<file path="src/design/lmr_cfg.svh">
`ifndef LMR_CFG_SVH
`define LMR_CFG_SVH

// Register offsets
`define LMR_A_CTRL   8'h00
`define LMR_A_MSCTL  8'h04
`define LMR_A_STAT   8'h08
`define LMR_A_EXP    8'h0c
`define LMR_A_LPA    8'h10
`define LMR_A_SEED   8'h14

// Control register fields
`define LMR_CTRL_ANEN 0
`define LMR_CTRL_RSTA 1
`define LMR_CTRL_SS0  2
`define LMR_CTRL_SS1  3
`define LMR_CTRL_DPX  4
`define LMR_CTRL_INIT 5'h01

// Master/slave control fields
`define LMR_MS_MANEN  0
`define LMR_MS_MANVAL 1
`define LMR_MS_INIT   2'h0

// Speed codes
`define LMR_SPD_10   2'h0
`define LMR_SPD_100  2'h1
`define LMR_SPD_1000 2'h2

// Partner ability bits for detected legacy speed
`define LMR_LPA_10HD  5
`define LMR_LPA_100HD 7

// Seed generator
`define LMR_SEED_INIT 11'h5a5

// Parallel detect qualify time
`define LMR_CLK_NS     10
`define LMR_PD_QUAL_NS 100000

`endif

</file>
<file path="src/design/lmr_pkg.sv">
package lmr_pkg;

  // Link state machine
  typedef enum logic [1:0] {
    LMR_DOWN,
    LMR_PD,
    LMR_UP,
    LMR_FORCED
  } lmr_state_t;

endpackage

</file>
<file path="src/design/lmr_sync.sv">
`timescale 1ns/1ps
module lmr_sync #(
  parameter int W = 2
) (
  // Clock and reset
  input  wire logic         clk,
  input  wire logic         rst,
  // Asynchronous levels in, synchronised out
  input  wire logic [W-1:0] d,
  output logic      [W-1:0] q
);

  typedef struct packed {
    logic [W-1:0] s1;
    logic [W-1:0] s2;
  } lmr_sync_t;

  lmr_sync_t r_q;
  lmr_sync_t r_d;

  // Two stage shift
  always_comb begin
    r_d    = r_q;
    r_d.s1 = d;
    r_d.s2 = r_q.s1;
  end

  // Registers
  always_ff @(posedge clk) begin
    if (rst) begin
      r_q <= '0;
    end else begin
      r_q <= r_d;
    end
  end

  assign q = r_q.s2;

endmodule

</file>
<file path="src/design/lmr_ms_resolve.sv">
`timescale 1ns/1ps
module lmr_ms_resolve (
  // Local advertisement
  input  wire logic        loc_man,
  input  wire logic        loc_val,
  input  wire logic        loc_multi,
  input  wire logic [10:0] loc_seed,
  // Partner advertisement
  input  wire logic        lp_man,
  input  wire logic        lp_val,
  input  wire logic        lp_multi,
  input  wire logic [10:0] lp_seed,
  // Outcome
  output logic             master,
  output logic             fault,
  output logic             no_link
);

  // Role resolution table
  always_comb begin
    master  = 1'b0;
    fault   = 1'b0;
    no_link = 1'b0;
    if (loc_man && lp_man) begin
      if (loc_val == lp_val) begin
        fault   = 1'b1;
        no_link = 1'b1;
      end else begin
        master = loc_val;
      end
    end else if (loc_man) begin
      master = loc_val;
    end else if (lp_man) begin
      master = !lp_val;
    end else if (loc_multi != lp_multi) begin
      master = loc_multi;
    end else if (loc_seed == lp_seed) begin
      no_link = 1'b1;                // Seed tie, retry
    end else begin
      master = loc_seed > lp_seed;
    end
  end

endmodule

</file>
<file path="src/design/lmr_top.sv">
// Operation
// - No FLP seen: speed from MLT-3 or link pulses, link is half duplex.
// - Link via parallel detect clears partner-negotiation-able status bit.
// - Fault during parallel detect sets parallel-detect-fault status bit.
// - Partner ability register loads the code word from partner bursts.
// - Legacy partner: ability register shows detected speed after detect.
// - Parallel detect never brings up a gigabit link.
// - Gigabit: one side master on local clock, other slave.
// - Role from strap, or from manual value when manual enable set.
// - Both sides manual with same role sets configuration fault bit.
// - Manual side wins over non-manual; identical manual roles give no link.
// - Multi-port beats single-port; same port type settled by random seed.
// - Forced 10/100 and duplex apply only while negotiation is disabled.
// - Forced link state follows two speed-select bits and duplex bit.
// - Forcing gigabit is not supported; gigabit only via negotiation.
// - Half duplex: carrier sense on tx and rx; rx during tx collides.
// - Full duplex: no collision; carrier sense follows receive only.
// - Gigabit keeps internal carrier sense low.
// - Active mode follows line carrier; low mode stays low.
// - Speed-select and duplex bits ignored while negotiation is enabled.
`timescale 1ns/1ps
`include "lmr_cfg.svh"
module lmr_top
  import lmr_pkg::*;
#(
  parameter int PD_CYC = `LMR_PD_QUAL_NS / `LMR_CLK_NS
) (
  // Clock and reset
  input  wire logic        MCLK,
  input  wire logic        SRST,
  // Register port
  input  wire logic [7:0]  ADDR,
  input  wire logic [15:0] WDATA,
  input  wire logic        WR,
  input  wire logic        RD,
  output logic      [15:0] RDATA,
  // Configuration straps
  input  wire logic        AN_STRAP,
  input  wire logic        MULTI_STRAP,
  // Line detectors
  input  wire logic        FLP_DET,
  input  wire logic        NLP_DET,
  input  wire logic        MLT3_DET,
  input  wire logic        LINK_LOSS,
  // Negotiation result
  input  wire logic        AN_DONE,
  input  wire logic [1:0]  AN_SPEED,
  input  wire logic        AN_FDX,
  input  wire logic [15:0] LP_WORD,
  input  wire logic        LP_MS_MAN,
  input  wire logic        LP_MS_VAL,
  input  wire logic        LP_MULTI,
  input  wire logic [10:0] LP_SEED,
  // MAC side activity
  input  wire logic        TX_ACT,
  input  wire logic        RX_ACT,
  // Resolved link
  output logic             LINK_UP,
  output logic      [1:0]  SPEED,
  output logic             FULL_DUPLEX,
  output logic             MASTER,
  output logic             CRS,
  output logic             COL
);

  ////////////////////////////////////////////////////////////////////////
  // State

  typedef struct packed {
    lmr_state_t  st;
    logic [4:0]  ctrl;
    logic [1:0]  msctl;
    logic        link;
    logic [1:0]  spd;
    logic        dpx;
    logic        mst;
    logic        ms_flt;
    logic        pd_flt;
    logic        lp_an;
    logic [15:0] lpa;
    logic [1:0]  pd_spd;
    logic [15:0] cnt;
    logic [10:0] seed;
    logic        crs;
    logic        col;
    logic [15:0] rdata;
  } lmr_top_t;

  lmr_top_t q;
  lmr_top_t d;

  ////////////////////////////////////////////////////////////////////////
  // Helpers

  // Address match for a strobe
  function automatic logic hit(input logic stb,
                               input logic [7:0] a,
                               input logic [7:0] off);
    hit = stb && (a == off);
  endfunction

  // Partner ability bit for a legacy speed
  function automatic logic [15:0] pd_word(input logic [1:0] s);
    pd_word = '0;
    if (s == `LMR_SPD_100) begin
      pd_word[`LMR_LPA_100HD] = 1'b1;
    end else begin
      pd_word[`LMR_LPA_10HD] = 1'b1;
    end
  endfunction

  ////////////////////////////////////////////////////////////////////////
  // Strap synchroniser

  logic [1:0] strap_s;

  lmr_sync #(
    .W (2)
  ) u_strap (
    .clk (MCLK),
    .rst (SRST),
    .d   ({MULTI_STRAP, AN_STRAP}),
    .q   (strap_s)
  );

  ////////////////////////////////////////////////////////////////////////
  // Master/slave resolution

  logic ms_master;
  logic ms_fault;
  logic ms_nolink;

  lmr_ms_resolve u_ms (
    .loc_man   (q.msctl[`LMR_MS_MANEN]),
    .loc_val   (q.msctl[`LMR_MS_MANVAL]),
    .loc_multi (strap_s[1]),
    .loc_seed  (q.seed),
    .lp_man    (LP_MS_MAN),
    .lp_val    (LP_MS_VAL),
    .lp_multi  (LP_MULTI),
    .lp_seed   (LP_SEED),
    .master    (ms_master),
    .fault     (ms_fault),
    .no_link   (ms_nolink)
  );

  ////////////////////////////////////////////////////////////////////////
  // Decodes

  logic       an_en;
  logic       restart;
  logic [1:0] f_spd;

  // Negotiation off by strap or by register
  assign an_en   = q.ctrl[`LMR_CTRL_ANEN] && strap_s[0];
  assign restart = hit(WR, ADDR, `LMR_A_CTRL) &&
                   WDATA[`LMR_CTRL_RSTA];
  assign f_spd   = {q.ctrl[`LMR_CTRL_SS1], q.ctrl[`LMR_CTRL_SS0]};

  ////////////////////////////////////////////////////////////////////////
  // Next state

  always_comb begin
    d       = q;
    d.rdata = '0;

    // Seed generator runs free
    d.seed = {q.seed[9:0], q.seed[10] ^ q.seed[8]};

    // Read mux
    if (RD) begin
      unique case (ADDR)
        `LMR_A_CTRL:  d.rdata = {11'h000, q.ctrl};
        `LMR_A_MSCTL: d.rdata = {14'h0000, q.msctl};
        `LMR_A_STAT:  d.rdata = {9'h000, (q.st == LMR_FORCED),
                                 q.ms_flt, q.mst, q.dpx, q.spd, q.link};
        `LMR_A_EXP:   d.rdata = {14'h0000, q.pd_flt, q.lp_an};
        `LMR_A_LPA:   d.rdata = q.lpa;
        `LMR_A_SEED:  d.rdata = {5'h00, q.seed};
        default:      d.rdata = '0;
      endcase
    end

    // Fault flags clear on read, set below wins
    if (hit(RD, ADDR, `LMR_A_STAT)) begin
      d.ms_flt = 1'b0;
    end
    if (hit(RD, ADDR, `LMR_A_EXP)) begin
      d.pd_flt = 1'b0;
    end

    // Register writes, restart bit self clears
    if (hit(WR, ADDR, `LMR_A_CTRL)) begin
      d.ctrl = WDATA[4:0];
      d.ctrl[`LMR_CTRL_RSTA] = 1'b0;
    end
    if (hit(WR, ADDR, `LMR_A_MSCTL)) begin
      d.msctl = WDATA[1:0];
    end

    // Link state machine
    unique case (q.st)
      LMR_DOWN: begin
        d.link = 1'b0;
        d.cnt  = '0;
        if (!an_en) begin
          d.st = LMR_FORCED;
        end else if (AN_DONE) begin
          d.lp_an = 1'b1;
          d.lpa   = LP_WORD;
          if (AN_SPEED == `LMR_SPD_1000) begin
            if (ms_fault) begin
              d.ms_flt = 1'b1;
            end
            if (!ms_nolink) begin
              d.st   = LMR_UP;
              d.link = 1'b1;
              d.spd  = `LMR_SPD_1000;
              d.dpx  = AN_FDX;
              d.mst  = ms_master;
            end
          end else begin
            d.st   = LMR_UP;
            d.link = 1'b1;
            d.spd  = AN_SPEED;
            d.dpx  = AN_FDX;
            d.mst  = 1'b0;
          end
        end else if (!FLP_DET && NLP_DET && MLT3_DET) begin
          d.pd_flt = 1'b1;
        end else if (!FLP_DET && (NLP_DET || MLT3_DET)) begin
          d.st     = LMR_PD;
          d.pd_spd = MLT3_DET ? `LMR_SPD_100 : `LMR_SPD_10;
        end
      end

      LMR_PD: begin
        d.cnt = q.cnt + 16'h0001;
        if (!an_en || restart || FLP_DET) begin
          d.st = LMR_DOWN;
        end else if (NLP_DET && MLT3_DET) begin
          d.pd_flt = 1'b1;
          d.st     = LMR_DOWN;
        end else if (!NLP_DET && !MLT3_DET) begin
          d.st = LMR_DOWN;
        end else if ((q.pd_spd == `LMR_SPD_100) != MLT3_DET) begin
          d.pd_flt = 1'b1;
          d.st     = LMR_DOWN;
        end else if (q.cnt == 16'(PD_CYC - 1)) begin
          d.st    = LMR_UP;
          d.link  = 1'b1;
          d.spd   = q.pd_spd;
          d.dpx   = 1'b0;
          d.mst   = 1'b0;
          d.lp_an = 1'b0;
          d.lpa   = pd_word(q.pd_spd);
        end
      end

      LMR_UP: begin
        // Outcome held until link drop, restart or negotiation disable
        if (LINK_LOSS || restart || !an_en) begin
          d.st   = LMR_DOWN;
          d.link = 1'b0;
          d.mst  = 1'b0;                      // Role only while linked
        end
      end

      LMR_FORCED: begin
        d.mst = 1'b0;
        d.spd = f_spd;
        d.dpx = q.ctrl[`LMR_CTRL_DPX];
        if (an_en) begin
          d.st   = LMR_DOWN;
          d.link = 1'b0;
        end else if (f_spd == `LMR_SPD_1000 ||
                     f_spd == 2'h3) begin
          d.link = 1'b0;
        end else begin
          d.link = !LINK_LOSS;
        end
      end
    endcase

    // Internal carrier sense and collision
    if (!q.link || q.spd == `LMR_SPD_1000) begin
      d.crs = 1'b0;
      d.col = 1'b0;
    end else if (q.dpx) begin
      d.crs = RX_ACT;
      d.col = 1'b0;
    end else begin
      d.crs = RX_ACT || TX_ACT;
      d.col = RX_ACT && TX_ACT;
    end
  end

  ////////////////////////////////////////////////////////////////////////
  // Registers

  // Low mode while reset or link down
  always_ff @(posedge MCLK) begin
    if (SRST) begin
      q        <= '0;
      q.st     <= LMR_DOWN;
      q.ctrl   <= `LMR_CTRL_INIT;
      q.msctl  <= `LMR_MS_INIT;
      q.seed   <= `LMR_SEED_INIT;
    end else begin
      q <= d;
    end
  end

  ////////////////////////////////////////////////////////////////////////
  // Outputs

  assign RDATA       = q.rdata;
  assign LINK_UP     = q.link;
  assign SPEED       = q.spd;
  assign FULL_DUPLEX = q.dpx;
  assign MASTER      = q.mst;
  assign CRS         = q.crs;
  assign COL         = q.col;

endmodule

</file>
<file path="config.mk">
export PLATFORM = sky130hd
export DESIGN_NAME = lmr_top
export DESIGN_NICKNAME = d
export VERILOG_FILES = /design/src/design/lmr_pkg.sv /design/src/design/lmr_sync.sv /design/src/design/lmr_ms_resolve.sv /design/src/design/lmr_top.sv
export VERILOG_INCLUDE_DIRS = /design/src /design/src/design
export SDC_FILE = /design/constraint.sdc
export NUM_CORES = 1
export LEC_CHECK = 0
export BUFFER_PORTS_ARGS = -buffer_cell sky130_fd_sc_hd__buf_2
export CAP_MARGIN = 20
export CORE_UTILIZATION = 48
export DETAILED_ROUTE_END_ITERATION = 10
export GPL_TIMING_DRIVEN = 0
export PLACE_DENSITY = 0.79
export SYNTH_ARGS = -nofsm -noshare
export SYNTH_HDL_FRONTEND = slang
export SYNTH_SLANG_ARGS = --single-unit
</file>
<file path="constraint.sdc">
create_clock -name MCLK -period 2 [get_ports MCLK]
set_input_delay 0.1 -clock MCLK [delete_from_list [all_inputs] [get_ports MCLK]]
set_output_delay 0.1 -clock MCLK [all_outputs]
set_load 0.01 [all_outputs]
</file>
==> metrics.cfg <==
[outcome]
status=finished, violations left
violations=setup timing

[cts]
clockBufferDepth=2
cts_tree=yes
clkLatencyLatePin_ns=0.35
root_buffer=clkbuf_8
cts.sinks=82
cts_made_buffers=9
clk_pin_slew_ns=0.08
htreeDepth=3

[timing]
finClkSkew_ns=0.00983
fin_crit_sh=1.15
fmax_ghz=0.436
slew_violations=0
setup_viol=23
grt_setup_unrepaired=true
setup_tns_ns=-5.14
worst_pin_slew_ns=0.794
post-route-worst-setup-slack_ns=-0.296
hold_viol_final=0
period_needed_ns=2.30
relSlewSlack=0.467

[power_and_ir_drop]
peakVddDrop_uv=312
p_per_area_nw_per_um2=689
p_leak_nw=2.11
power_mw=3.35

[global_route]
overflow=0
grt_pass1_vias=3447
antenna_found_initial=0
grt_pass1_wl_um=16100
grt_max_degree=14
grtUsageTotal=0.245

[drt]
vias=3596
wl_per_cell_um=15.4
top_layer_used=met4
drc=0
wl_met3_um=655
final_antenna_net_count=0
totalWireLength_um=10100
first_pass_iters=5
wl_met2_um=4740
initialDrtViolationCount=208
viasPerCell=5.51
wl_met1_um=4440

[min_path]
whs_endpoint=q[73]
min_path_cells=3
hold_path.class=in -> reg
min_from=WDATA[0]

[worst_setup_path]
cp.arrival_ns=2.54
cpMaxStageDelayCell=or4b_1
crit_start=q[36]
cp_num_buf_inv=1
r2r_slack_ns=-0.30
crit_chain=or4b_1 > o41a_1 > or3_4 > nor2b_4 > buf_12 > a22o_1
startpoint_type=register
r2r-start=q[36]
cp_max_fo=5
max_stage_delay_ns=0.52
path_class=reg -> reg
crit_cells=6
rr_worst_depth=6
r2r-end=q[58]
crit_family=simple AND/OR/NAND/NOR gates
cp-end-kind=register
cp_data_required_time_ns=2.24

[die]
die-area_um2=8370
die_w_um=91.5
coreArea_um2=7730
die_height_um=91.5
start_util=0.497
ios=93
row_count=32

[yosys]
post-synth-top-count-cell=dfxtp_1
netlist_area_um2=3840
synth-edff-count=0
yosys_warnings=0
synth_area_leader_cell=dfxtp_1
synth_nets=515
ys.flop_type=dfxtp_1
ys_ff_latch=82
synth_area_leaders=dfxtp_1 (43%), nor2_1 (4.3%), ha_1 (4.2%), buf_4 (3.5%), nor2b_1 (3.3%)
syn_area_per_cell_um2=8.90
ys_async_sr_fraction=0
yosys.area.top_type_share=0.427
seq_area_frac_synth=0.427
synth.distinct_cells=56
synthTopCellsByCount=dfxtp_1 (82), nor2_1 (44), nand2_1 (31)
synthCells=432

[cells_and_area]
diodes=0
final_nets=631
drive_gt1_frac=0.267
area_growth_pct=26.8
finalNonFillerCells=653
design_area_um2=4870

[placed_design]
dpl_cell_area_um2=4380
gp_congestion=0.950
port_buffers=80
dp_cells=615
dpl.hpwl_um=7450

[run]
max_cap_violations=0

## metal layers
| layer | vias up | GRT usage |
|---|---|---|
| met3 | 24 | 0.0486 |
| met5 | - | 0 |
| met1 | 1685 | 0.310 |
| met2 | 128 | 0.407 |
| met4 | 0 | 0.0979 |
| li1 | 1759 | - |
## power breakdown
group / leakage [nW] / switching, mW / internal, mW
logic: 1.36 / 0.294 / 0.263
clock network: 0.0806 / 0.578 / 0.473
registers: 0.667 / 0.0562 / 1.69
## timing repair
action	in CTS	in global routing
resized for setup	11	10
gates cloned	1	0
hold buffers	18	0
endpoints found under the hold margin	18	0
setup endpoints to repair	24	24
setup buffers	5	0
pin swaps	5	3
## how the worst max path moves through the flow
stage | to | slack (ns)
floorplan | q[60] | -0.12
global placement | q[47] | -0.40
detailed placement | q[48] | -0.39
CTS | q[48] | -0.26
global route | q[57] | -0.36
finish | q[58] | -0.30
## state kept, by name (all words and copies together), names as in the netlist
signal and cells:
MASTER 1, SPEED 2, d 10, RDATA 16, LINK_UP 1, u_strap.r_d 2
FULL_DUPLEX 1, f_spd 2, q 43, CRS 1, COL 1, u_strap.q 2
## stage by stage
stage          setup slack, ns  utilization  hold WS (ns)
2_1_floorplan           -0.124            -         0.225
3_3_place_gp            -0.399        0.566         0.314
3_5_place_dp            -0.394        0.567         0.323
4_1_cts                 -0.258        0.626        0.0152
5_1_grt                 -0.359        0.631        0.0198
6_report                -0.296        0.631        0.0258
## cells in the final DEF, fill, tap and decap left out, types with 10 or more instances in the layout
cell            n
buf_2          82
dfxtp_1        81
nor2_1         43
nand2_1        31
a21oi_1        21
buf_4          21
nor2b_1        20
dlygate4sd3_1  18
inv_1          17
a22oi_1        16
a22o_1         14
nand3_1        13
o21ai_0        13
ha_1           13
clkbuf_1       12
and3_1         12
clkbuf_8       10
## final cells by class
cell class                      count  area (um^2)
Fill cell                         656         2860
Multi-Input combinational cell    299         2010
Sequential cell                    82         1640
Timing Repair Buffer              105          651
Buffer                             34          206
Clock buffer                       10          138
Tap cell                          102          128
Inverter                           17         63.8
Clock inverter                      4         28.8
## worst min-delay path: cells and delay by family
family | cells | cell delay, ns
buffers and inverters | 1 | 0.10
and+or+nand+nor | 2 | 0.13
## kinds of logic (layout without fill, tap and decap cells)
| logic type | Yosys count | after routing | share of synthesized area |
|---|---|---|---|
| AO/OA/AOI/OAI | 96 | 96 | 0.177 |
| buffers and inverters | 51 | 170 | 0.0697 |
| AND/OR/NAND/NOR | 171 | 171 | 0.238 |
| adder cells (fa/ha/maj) | 13 | 13 | 0.0423 |
| XOR/XNOR | 14 | 14 | 0.0319 |
| flip-flops | 82 | 82 | 0.427 |
| multiplexers | 5 | 5 | 0.0137 |
Note: power is estimated with default switching activity, not from simulation.
